File: config.mk
export PLATFORM = sky130hd
export DESIGN_NAME = pasr_read
export DESIGN_NICKNAME = d
export VERILOG_FILES = /design/src/pasr_read.v
export VERILOG_INCLUDE_DIRS = /design/src /design/src/src
export SDC_FILE = /design/constraint.sdc
export NUM_CORES = 1
export LEC_CHECK = 0
export ABC_AREA = 1
export BUFFER_PORTS_ARGS = -buffer_cell sky130_fd_sc_hd__buf_4
export CAP_MARGIN = 20
export CORE_MARGIN = 1
export CORE_UTILIZATION = 58
export CTS_CLUSTER_SIZE = 28
export DETAILED_ROUTE_END_ITERATION = 16
export PLACE_DENSITY_LB_ADDON = 0.1
export SETUP_SLACK_MARGIN = 0.3
export SLEW_MARGIN = 20
export SYNTH_ARGS = -nofsm -noshare
export SYNTH_HDL_FRONTEND = slang
export SYNTH_SLANG_ARGS = --single-unit
File: constraint.sdc
create_clock -name mclk -period 2.15 [get_ports mclk]
set_input_delay 0 -clock mclk [delete_from_list [all_inputs] [get_ports mclk]]
set_output_delay 0 -clock mclk [all_outputs]
set_load 0.01 [all_outputs]
File: src/pasr_regs.vh
`ifndef PASR_REGS_VH
`define PASR_REGS_VH

// ----------------------------------------------------------------
// System register encodings (op0, op1, CRn, CRm, op2)
// ----------------------------------------------------------------
`define PASR_OP0 2'h3
`define PASR_OP1 3'h0
`define PASR_CRN 4'hC
`define PASR_CRM_GRP0 4'h8
`define PASR_CRM_GRP1 4'hC
`define PASR_OP2_PEEK 3'h2
`define PASR_OP2_ACK 3'h0

// ----------------------------------------------------------------
// Field layout and special identifiers
// ----------------------------------------------------------------
`define PASR_ID_MSB 23
`define PASR_ID16_MSB 15
`define PASR_SPECIAL_SECURE 24'h0003FC
`define PASR_SPECIAL_NONSECURE 24'h0003FD
`define PASR_SPECIAL_NONE 24'h0003FF
`define PASR_DATA_RESET 32'h00000000
`define PASR_ID_RESET 24'h000000

// ----------------------------------------------------------------
// Exception levels and answer codes
// ----------------------------------------------------------------
`define PASR_EL0 2'h0
`define PASR_EL1 2'h1
`define PASR_EL2 2'h2
`define PASR_EL3 2'h3
`define PASR_RESP_OK 3'h0
`define PASR_RESP_UNDEF 3'h1
`define PASR_RESP_TRAP_EL1 3'h2
`define PASR_RESP_TRAP_EL2 3'h3
`define PASR_RESP_TRAP_EL3 3'h4
`define PASR_RESP_VIRTUAL 3'h5
`define PASR_RESP_UNMAPPED 3'h6

`endif

File: src/pasr_read.v
`timescale 1ns/10ps
`default_nettype none

`include "pasr_regs.vh"

// Overview of operation
// - Group 0 peek returns best pending id
// - Group 1 peek returns best pending id
// - 32-bit word, id in 23:0, top zero
// - Unobservable pending gives special id 1020/1021/1023
// - Id width 16 or 24, upper bits zero
// - Acknowledge read returns id and acknowledges
// - Acknowledge only if signalable and acknowledgeable
// - Non-secure EL1 routed reads go virtual
// - Interface disabled: EL1 reads trap EL1
// - Hypervisor trap-all bits trap to EL2
// - Secure EL1 reads trap EL3 when routed
// - EL2 reads trap EL3 when routed
// - Non-secure EL1 traps EL3 unless hyp-routed
// - Read-only, no EL0, fixed encodings
// - Completion id matches latest valid acknowledge
// - Split mode: completion drops priority only
module pasr_read
(
    input wire mclk,
    input wire resetn,
    input wire rd_req,
    input wire rd_write,
    input wire [1:0] rd_op0,
    input wire [2:0] rd_op1,
    input wire [3:0] rd_crn,
    input wire [3:0] rd_crm,
    input wire [2:0] rd_op2,
    input wire [1:0] cur_el,
    input wire cur_secure,
    input wire sysreg_interface_enable,
    input wire hyp_trap_all_group0,
    input wire hyp_trap_all_group1,
    input wire hyp_fast_int_routing,
    input wire hyp_normal_int_routing,
    input wire el3_fast_int_routing,
    input wire el3_normal_int_routing,
    input wire identifier_width_field,
    input wire split_completion_mode,
    input wire grp0_pend_valid,
    input wire [23:0] grp0_pend_id,
    input wire grp0_pend_secure_only,
    input wire grp0_pend_signalable,
    input wire grp1_pend_valid,
    input wire [23:0] grp1_pend_id,
    input wire grp1_pend_other_state,
    input wire grp1_pend_other_secure,
    input wire grp1_pend_signalable,
    input wire cmpl_req,
    input wire cmpl_group,
    input wire [23:0] cmpl_id,
    output reg rd_ack,
    output reg [31:0] rd_data,
    output reg [2:0] rd_resp,
    output reg ack_pulse,
    output reg ack_group,
    output reg [23:0] ack_id,
    output reg drop_pulse,
    output reg deact_pulse,
    output reg [23:0] drop_id,
    output reg cmpl_mismatch
);

    // ----------------------------------------------------------------
    // Decode
    // ----------------------------------------------------------------
    function enc_match;
        input [3:0] crm;
        input [2:0] op2;
        begin
            enc_match = (rd_op0 == `PASR_OP0) && (rd_op1 == `PASR_OP1) &&
                (rd_crn == `PASR_CRN) && (rd_crm == crm) && (rd_op2 == op2);
        end
    endfunction

    // Group 1 takes the second control bit, group 0 the first
    function grp_pick;
        input sel1;
        input bit0;
        input bit1;
        begin
            grp_pick = sel1 ? bit1 : bit0;
        end
    endfunction

    // One tracking slot per group and security state pair
    function [1:0] slot_of;
        input grp;
        input sec;
        begin
            slot_of = {grp, sec};
        end
    endfunction

    wire hit_peek0 = enc_match(`PASR_CRM_GRP0, `PASR_OP2_PEEK);
    wire hit_peek1 = enc_match(`PASR_CRM_GRP1, `PASR_OP2_PEEK);
    wire hit_ack0 = enc_match(`PASR_CRM_GRP0, `PASR_OP2_ACK);
    wire hit_ack1 = enc_match(`PASR_CRM_GRP1, `PASR_OP2_ACK);
    // Any other encoding is answered as unmapped, never as a read
    wire hit_any = hit_peek0 | hit_peek1 | hit_ack0 | hit_ack1;
    wire grp1 = hit_peek1 | hit_ack1;
    wire is_ack = hit_ack0 | hit_ack1;

    wire at_el1 = (cur_el == `PASR_EL1);
    wire ns_el1 = at_el1 & ~cur_secure;
    wire hyp_route = grp_pick(grp1, hyp_fast_int_routing, hyp_normal_int_routing);
    wire el3_route = grp_pick(grp1, el3_fast_int_routing, el3_normal_int_routing);
    wire trap_all = grp_pick(grp1, hyp_trap_all_group0, hyp_trap_all_group1);

    // Each trap source on its own; the order of checks is fixed below
    wire refuse = rd_write | (cur_el == `PASR_EL0);
    wire trap_el1 = at_el1 & ~sysreg_interface_enable;
    wire go_virtual = ns_el1 & hyp_route;
    wire trap_el2 = ns_el1 & trap_all;
    wire trap_el3_s = at_el1 & cur_secure & el3_route;
    wire trap_el3_h = (cur_el == `PASR_EL2) & el3_route;
    wire trap_el3_n = ns_el1 & el3_route & ~hyp_route;
    // Refusal outranks every trap; virtual redirect outranks EL2 and EL3

    // ----------------------------------------------------------------
    // Trap and redirection priority
    // ----------------------------------------------------------------
    reg [2:0] resp;
    always @*
    begin
        resp = `PASR_RESP_OK;
        if (!hit_any)
            resp = `PASR_RESP_UNMAPPED;
        else if (refuse)
            resp = `PASR_RESP_UNDEF;
        else if (trap_el1)
            resp = `PASR_RESP_TRAP_EL1;
        else if (go_virtual)
            resp = `PASR_RESP_VIRTUAL;
        else if (trap_el2)
            resp = `PASR_RESP_TRAP_EL2;
        else if (trap_el3_s)
            resp = `PASR_RESP_TRAP_EL3;
        else if (trap_el3_h)
            resp = `PASR_RESP_TRAP_EL3;
        else if (trap_el3_n)
            resp = `PASR_RESP_TRAP_EL3;
    end

    // ----------------------------------------------------------------
    // Observability and special identifiers
    // ----------------------------------------------------------------
    // Secure-only group 0 ids are secure-owned; non-secure code sees them only from EL3.
    // Peeks ignore priority; only an acknowledge needs a signalable id.
    reg [23:0] id_sel;
    reg valid_sel;
    always @*
    begin
        id_sel = `PASR_SPECIAL_NONE;
        valid_sel = 1'b0;
        if (!grp1)
        begin
            if (grp0_pend_valid && (!is_ack || grp0_pend_signalable))
            begin
                if (grp0_pend_secure_only && !cur_secure && cur_el != `PASR_EL3)
                    id_sel = `PASR_SPECIAL_NONE;
                else
                begin
                    id_sel = grp0_pend_id;
                    valid_sel = 1'b1;
                end
            end
        end
        else if (grp1_pend_valid && (!is_ack || grp1_pend_signalable))
        begin
            if (grp1_pend_other_state && cur_el == `PASR_EL3)
                id_sel = grp1_pend_other_secure ? `PASR_SPECIAL_SECURE
                    : `PASR_SPECIAL_NONSECURE;
            else if (grp1_pend_other_state)
                id_sel = `PASR_SPECIAL_NONE;
            else
            begin
                id_sel = grp1_pend_id;
                valid_sel = 1'b1;
            end
        end
        // Width zeroing touches real ids only; specials fit in 16 bits
        if (valid_sel && !identifier_width_field)
            id_sel[`PASR_ID_MSB:`PASR_ID16_MSB+1] = 8'h00;
    end

    wire read_ok = rd_req & (resp == `PASR_RESP_OK);
    // Special ids are never recorded, so they cannot be completed
    wire do_ack = read_ok & is_ack & valid_sel;

    // ----------------------------------------------------------------
    // Acknowledged-id tracking per group and security state
    // ----------------------------------------------------------------
    localparam SLOTS = 4;
    reg [23:0] last_id [0:SLOTS-1];
    reg last_live [0:SLOTS-1];
    // A newer acknowledge in a slot overwrites the older live id
    wire [1:0] wr_slot = slot_of(grp1, cur_secure);
    // Completion is matched in the caller's present security state
    wire [1:0] cm_slot = slot_of(cmpl_group, cur_secure);
    wire cmpl_ok = last_live[cm_slot] && (last_id[cm_slot] == cmpl_id);

    genvar s;
    generate
        for (s = 0; s < SLOTS; s = s + 1)
        begin : g_slot
            // Acknowledge and completion on one slot together: acknowledge wins
            always @(posedge mclk or negedge resetn)
            begin
                if (!resetn)
                begin
                    last_id[s] <= `PASR_ID_RESET;
                    last_live[s] <= 1'b0;
                end
                else if (do_ack && wr_slot == s)
                begin
                    last_id[s] <= id_sel;
                    last_live[s] <= 1'b1;
                end
                else if (cmpl_req && cmpl_ok && cm_slot == s)
                    last_live[s] <= 1'b0;
            end
        end
    endgenerate

    // ----------------------------------------------------------------
    // Read answer
    // ----------------------------------------------------------------
    // Data is zero on any refused read, so no stale id leaks out.
    // Response reads OK between answers.
    always @(posedge mclk or negedge resetn)
    begin
        if (!resetn)
        begin
            rd_ack <= 1'b0;
            rd_data <= `PASR_DATA_RESET;
            rd_resp <= `PASR_RESP_OK;
        end
        else
        begin
            rd_ack <= rd_req;
            rd_resp <= rd_req ? resp : `PASR_RESP_OK;
            rd_data <= read_ok ? {8'h00, id_sel} : `PASR_DATA_RESET;
        end
    end

    // ----------------------------------------------------------------
    // Acknowledge record
    // ----------------------------------------------------------------
    // Group and id hold until the next acknowledge.
    // Special ids give no pulse, so the pending source stays set.
    always @(posedge mclk or negedge resetn)
    begin
        if (!resetn)
        begin
            ack_pulse <= 1'b0;
            ack_group <= 1'b0;
            ack_id <= `PASR_ID_RESET;
        end
        else
        begin
            ack_pulse <= do_ack;
            if (do_ack)
            begin
                ack_group <= grp1;
                ack_id <= id_sel;
            end
        end
    end

    // ----------------------------------------------------------------
    // Completion
    // ----------------------------------------------------------------
    // Drop id is kept even on a mismatch.
    // Split mode leaves deactivation to a later, separate write.
    always @(posedge mclk or negedge resetn)
    begin
        if (!resetn)
        begin
            drop_pulse <= 1'b0;
            deact_pulse <= 1'b0;
            drop_id <= `PASR_ID_RESET;
            cmpl_mismatch <= 1'b0;
        end
        else
        begin
            drop_pulse <= cmpl_req & cmpl_ok;
            deact_pulse <= cmpl_req & cmpl_ok & ~split_completion_mode;
            if (cmpl_req)
                drop_id <= cmpl_id;
            cmpl_mismatch <= cmpl_req & ~cmpl_ok;
        end
    end

endmodule

`default_nettype wire

Word level (Yosys, flattened, before mapping)
Cells that the tools add are included.
{"block": "totals", "ff_bits": 181, "in_bits": 113, "out_inout_bits": 89, "word_cells": 142}
{"block": "classes", "order_cmp": 1, "eq_ne": 16, "muxes": 41, "bitwise_logic": 27, "n_reduce_logical": 39}
{"cell": "$mux 24", "count": 9}
{"cell": "$bmux 24 s2", "count": 1}
{"cell": "$mux 3", "count": 9}
{"cell": "$eq 24x24->1", "count": 1}
{"cell": "$logic_and 1x1->1", "count": 24}
{"cell": "$mux 1", "count": 20}
{"cell": "$and 1x1->1", "count": 15}
{"cell": "$eq 2x2->1 const B", "count": 7}
{"cell": "$eq 4x4->1 const B", "count": 3}
{"cell": "$logic_not 3->1", "count": 3}
{"cell": "$mux 8", "count": 1}
{"cell": "$reduce_bool 2->1", "count": 4}
{"cell": "$eq 2x1->1 const B", "count": 3}
{"cell": "$logic_not 2->1", "count": 3}
{"cell": "$or 1x1->1", "count": 6}
{"cell": "$not 1->1", "count": 5}
{"cell": "$eq 3x2->1 const B", "count": 1}
{"cell": "$ge 3x3->1 const B", "count": 1}
{"cell": "$logic_not 1->1", "count": 3}
{"cell": "$not 2->3", "count": 1}
{"cell": "$bmux 1 s2", "count": 1}
{"cell": "$logic_or 1x1->1", "count": 2}
{"cell": "$ne 2x2->1 const B", "count": 1}

Depth between registers and ports, before layout
{"block": "depth", "ltp_word": 23, "mapped_depth": 17, "depth_no_buf": 16}

Worst setup path before layout
OpenSTA, ideal clock, no wires.
{"block": "synth_timing", "path_kind": "in2reg", "startpoint": "in cur_secure", "endpoint": "reg last_live[0] in the netlist's numbering", "setup_time_ps": 120, "t_arrival_ps": 1654, "slack_ps": 376, "path_stages": 13, "cell_sequence": "buf_2 > nor2_1 > clkbuf_1 > a22oi_1 > nand3_1 > xnor2_1 > nand2_1 > nor2_1 > nand2_1 > nor2_1 > nand4_1 > nand2_1 > nand2_1"}
{"block": "synth_via", "elab_chain_cells": 18}
{"item": "start: declaration", "line_no": "pasr_read.v:35", "source": "input wire cur_secure,"}
{"item": "$not 1->1", "line_no": "pasr_read.v:110", "source": "wire ns_el1 = at_el1 & ~cur_secure;"}
{"item": "$and 1x1->1", "line_no": "pasr_read.v:110"}
{"item": "$and 1x1->1 (2 in a row)", "line_no": "pasr_read.v:122", "source": "wire trap_el3_n = ns_el1 & el3_route & ~hyp_route;"}
{"item": "$mux 3", "line_no": "pasr_read.v:146", "source": "else if (trap_el3_n)"}
{"item": "$mux 3", "line_no": "pasr_read.v:144", "source": "else if (trap_el3_h)"}
{"item": "$mux 3", "line_no": "pasr_read.v:142", "source": "else if (trap_el3_s)"}
{"item": "$mux 3", "line_no": "pasr_read.v:140", "source": "else if (trap_el2)"}
{"item": "$mux 3", "line_no": "pasr_read.v:138", "source": "else if (go_virtual)"}
{"item": "$mux 3", "line_no": "pasr_read.v:136", "source": "else if (trap_el1)"}
{"item": "$mux 3", "line_no": "pasr_read.v:134", "source": "else if (refuse)"}
{"item": "$mux 3", "line_no": "pasr_read.v:132", "source": "if (!hit_any)"}
{"item": "$logic_not 3->1 (no source line)"}
{"item": "$and 1x1->1", "line_no": "pasr_read.v:192", "source": "wire read_ok = rd_req & (resp == `PASR_RESP_OK);"}
{"item": "$and 1x1->1 (2 in a row)", "line_no": "pasr_read.v:194", "source": "wire do_ack = read_ok & is_ack & valid_sel;"}
{"item": "$logic_and 1x1->1", "line_no": "pasr_read.v:220", "source": "else if (do_ack && wr_slot == s)"}
{"item": "$mux 1 / $reduce_bool 2->1 (equally long branches)"}
{"item": "end signal: indexed assignment", "line_no": "pasr_read.v:218", "source": "last_live[s] <= 1'b0;"}
{"item": "end signal: indexed assignment", "line_no": "pasr_read.v:223", "source": "last_live[s] <= 1'b1;"}
{"item": "end signal: indexed assignment", "line_no": "pasr_read.v:226", "source": "last_live[s] <= 1'b0;"}
{"item": "end: declaration", "line_no": "pasr_read.v:201", "source": "reg last_live [0:SLOTS-1];"}
Parallel ways exist; a longest one is shown, timed or not. The select of a mux whose other input is x is not followed.
A chain may end at the register's enable or synchronous reset.

Final worst setup path
{"block": "layout_timing", "startpoint": "in rd_crn[1]", "endpoint": "reg rd_data[4]"}
{"block": "layout_via", "elab_chain_cells": 19}
{"item": "start: declaration", "line_no": "pasr_read.v:31", "source": "input wire [3:0] rd_crn,"}
{"item": "$eq 4x4->1 (no source line) *"}
{"item": "$logic_and 1x1->1 *", "line_no": "pasr_read.v:76", "source": "enc_match = (rd_op0 == `PASR_OP0) && (rd_op1 == `PASR_OP1) &&"}
{"item": "$logic_and 1x1->1 (2 in a row)", "line_no": "pasr_read.v:76"}
{"item": "$or 1x1->1", "line_no": "pasr_read.v:106", "source": "wire grp1 = hit_peek1 | hit_ack1;"}
{"item": "$mux 1", "line_no": "pasr_read.v:87", "source": "grp_pick = sel1 ? bit1 : bit0;"}
{"item": "$and 1x1->1 / $not 1->1 (equally long branches)", "line_no": "pasr_read.v:122"}
{"item": "$and 1x1->1", "line_no": "pasr_read.v:122"}
{"item": "$mux 3", "line_no": "pasr_read.v:146"}
{"item": "[2 not listed]"}
{"item": "$mux 3", "line_no": "pasr_read.v:140"}
{"item": "$mux 3", "line_no": "pasr_read.v:138"}
{"item": "$mux 3", "line_no": "pasr_read.v:136"}
{"item": "$mux 3", "line_no": "pasr_read.v:134"}
{"item": "$mux 3", "line_no": "pasr_read.v:132"}
{"item": "$logic_not 3->1 (no source line)"}
{"item": "$and 1x1->1", "line_no": "pasr_read.v:192"}
{"item": "$mux 24 (no source line) *"}
{"item": "end signal: assignment", "line_no": "pasr_read.v:241", "source": "rd_data <= `PASR_DATA_RESET;"}
{"item": "end signal: assignment", "line_no": "pasr_read.v:248", "source": "rd_data <= read_ok ? {8'h00, id_sel} : `PASR_DATA_RESET;"}
{"item": "end: declaration", "line_no": "pasr_read.v:58", "source": "output reg [31:0] rd_data,"}
Every way passes the cells marked *; elsewhere a longest branch is shown, timed or not.

==> flow_summary.toml <==
[outcome]
status = "complete, but fails checks"
violated_checks = "hold timing"

[layout]
layout_commonest_cell = "nand2_1"
nets = 1476
layout-drive-gt1-share_pct = 23.47
insertedDiodeCount = 0
post-route-cell-area_um2 = 12160
mostFrequentLayoutCells = "nand2_1 (382), buf_4 (232), dfrtp_1 (181)"
area.growth.synth_to_final_pct = 40.53

[critical_path]
worstSetupStartpoint = "rd_crn[1]"
critical_path_depth = 13
critical_path_required_ns = 2.46
critical_path.endpoint_type = "flip-flop"
reg2reg_depth = 10
cp_data_arrival_time_ns = 2.16
largest_delay_contributor_family_on_the_critical_path = "buffers and inverters"
timing.critical_path.buf_inv = 6
critical_path.cell_chain = "buf_4, inv_1, nand2_1, nor2_2, nand3_2, buf_4, nor2_4, nand3_4, buf_4, o22ai_1, buf_4, dlygate4sd3_1, nor2_1"
critical-path-top-cell-by-count = "buf_4"
critical_path.slowest_cell = "dlygate4sd3_1"
crit_type = "in -> reg"
crit-reg2reg-launch = "last_id[78]"
worst-path-max-fanout = 6
startpoint_type_of_the_worst_setup_path = "primary input"
delay_contributed_by_the_slowest_stage_of_the_critical_path_ns = 0.55

[die]
die_width_um = 124.2
core_area_um2 = 14530
die_area_um2 = 15420
io_pins = 202
row_count = 44
floorplan.initialDensity_pct = 59.56
dieHeight_um = 124.2

[clocking]
clock_net_sink_count = 181
ctsHtreeMaxLevel = 4
cts-buffers-inserted = 17
clock_insertion_delay_worst_skew_ns = 0.44
clock_tree.buffer_depth = 2
cts_tree = "built"
root_buffer = "clkbuf_16"
cts.reportedPaths.clkPinSlew_ns = 0.07

[drt]
antenna_violating_nets_post_route = 0
detailroute.via_count = 9112
detail_route.wirelength_mm = 29.53
wl_per_cell_um = 18.93
route.detailed.drc = 0
first_iter_violations = 985
routed_via_density = 5.841
number_of_iterations_in_the_first_detailed_routing_pass = 5

[timing]
worst_slew_pin_slew_ns = 0.6319
totalNegativeSetupSlack_ns = 0
finalHoldViolCount = 1
grt_setup_unrepaired = "yes"
drv_slew = 0
final_period_minus_worst_setup_slack_ns = 1.853
clock_skew_ns = 0.006128
timing.final.setup_violations = 0
hold_ws_ns = -0.02259
fmax_mhz = 539.6
post-route-period-util_pct = 86.20
timing.slew.headroom_pct = 57.88

[pwr]
p_leak_uw = 0.006486
vdd.ir_drop.worst_v = 0.0005959
p_per_area_nw_per_um2 = 631.6

[placement]
dpl-instance-area_um2 = 10490
port_buffers = 193
finalWeightedCongestion = 0.9850
half_perimeter_wire_length_of_the_detailed_placement_result_mm = 17.14

[global_routing]
grt_pass1_vias = 8660
grt_overflow_total = 0
grt_pass1_wl_mm = 43.08
grt_use_total_pct = 37.22
antenna_found_initial = 0
grt_start_max_net_pins = 59

[synth]
syn-instance-count = 1079
syn-mean-instance-area_um2 = 8.022
post_synth_instance_area_um2 = 8656
synth_cell_type_count = 33
synth-seq-cells = 181
count_of_yosys_warnings_during_synthesis = 0
sequential_cell_area_fraction_in_the_yosys_report_pct = 52.33

[hold_path]
min_path_cells = 3
hp-start = "grp0_pend_id[3]"
type_of_the_most_critical_hold_path = "in -> reg"

[job]
maxCapViolCount = 0
## kinds of logic after synthesis
kind of cell              count (synthesis)  synth area share, %
AOI/OAI and AO/OA                       118                8.774
DFF                                     181                52.33
and+or+nand+nor                         617                30.38
buffers and inverters                   153                7.560
other                                     1              0.04332
xor gates and xnor gates                  9               0.9107
## final timing paths
path	endpoint	slack, ns
max in group asynchronous	last_id[44]	1.25
hold / removal	ack_id[3]	-0.02
setup / recovery	rd_data[4]	0.30
min in group asynchronous	drop_id[0]	0.09
setup reg to reg	last_live[3]	0.43
hold reg to reg	drop_id[0]	0.47
## report_power, final
part | leakage (µW) | switching [µW] | internal [µW]
combinational | 0.00370 | 484 | 400
clock | 0.000308 | 1360 | 1960
sequential | 0.00248 | 24.9 | 3450
total | 0.00649 | 1870 | 5810
## synthesized netlist by cell type (all sizes together)
| cell | count | share of area [%] |
|---|---|---|
| nand2 | 386 | 17 |
| dfrtp | 181 | 52 |
| inv | 86 | 3.7 |
| nand3 | 82 | 4.9 |
| nor2 | 72 | 3.2 |
| nand4 | 70 | 5.1 |
| o21ai | 46 | 2.7 |
| a22oi | 38 | 3.3 |
| buf | 35 | 2.4 |
| clkbuf | 31 | 1.3 |
| o22ai | 14 | 1.0 |
| a21o | 7 | 0.61 |
| a21oi | 6 | 0.48 |
| xor2 | 6 | 0.61 |
| nor3 | 5 | 0.29 |
| xnor2 | 3 | 0.30 |
| a31o | 2 | 0.20 |
| o2111ai | 2 | 0.20 |
| o21bai | 2 | 0.17 |
| clkinv | 1 | 0.043 |
| conb | 1 | 0.043 |
| nand3b | 1 | 0.087 |
| nor3b | 1 | 0.087 |
| o32ai | 1 | 0.10 |
## per-layer routing
layer | track usage (%) | up-vias | share of wire, %
met4 | 15.85 | 0 | 3.6
met1 | 47.94 | 4349 | 39
met3 | 9.295 | 89 | 9.4
met5 | 0 | - | 0
met2 | 59.77 | 566 | 48
li1 | - | 4108 | -
## final cells by class
cell class / count / area, µm²
Tap cell: 184 / 230.2
Clock buffer: 22 / 484.2
Timing Repair Buffer: 323 / 2760
Inverter: 87 / 330.3
Multi-Input combinational cell: 753 / 3687
Sequential cell: 181 / 4529
Clock inverter: 10 / 142.6
Fill cell: 885 / 2370
## state kept, by name, summed over array words and instances, names as in the netlist
| name | cells |
|---|---|
| ack_group | 1 |
| ack_id | 24 |
| ack_pulse | 1 |
| cmpl_mismatch | 1 |
| deact_pulse | 1 |
| drop_id | 24 |
| drop_pulse | 1 |
| last_id | 96 |
| last_live | 4 |
| rd_ack | 1 |
| rd_data | 24 |
| rd_resp | 3 |
## worst reg2reg max path, delay by kind of cell, from the launching register on
| family | cells | cell delay [ns] |
|---|---|---|
| xor+xnor | 1 | 0.22 |
| simple gates | 8 | 0.77 |
| compound gates | 1 | 0.25 |
| flops | 1 | 0.38 |
## per-stage QoR
step / instances / total power (µW) / util (%) / hold slack (ns) / setup slack, ns
after detailed placement: 1441 / 4234 / 72.19 / -0.006552 / 0.03635
after global routing: 1560 / 7898 / 83.69 / -0.0008818 / 0.2020
final: 1560 / 7683 / 83.69 / -0.02259 / 0.2968
after floorplan: 1086 / 3813 / - / -0.2956 / 0.3758
after global placement: 1441 / 4223 / 72.19 / -0.005556 / 0.07312
after CTS: 1552 / 7582 / 81.95 / 0.001473 / 0.3177
## what timing repair did
action | 4_1_cts | 5_1_grt
buffers inserted | 0 | 6
gates resized for setup | 0 | 39
hold buffers | 79 | 0
endpoints found under the hold margin | 158 | 0
endpoints found under the setup margin | 0 | 124
(Power assumes the default switching activity.)
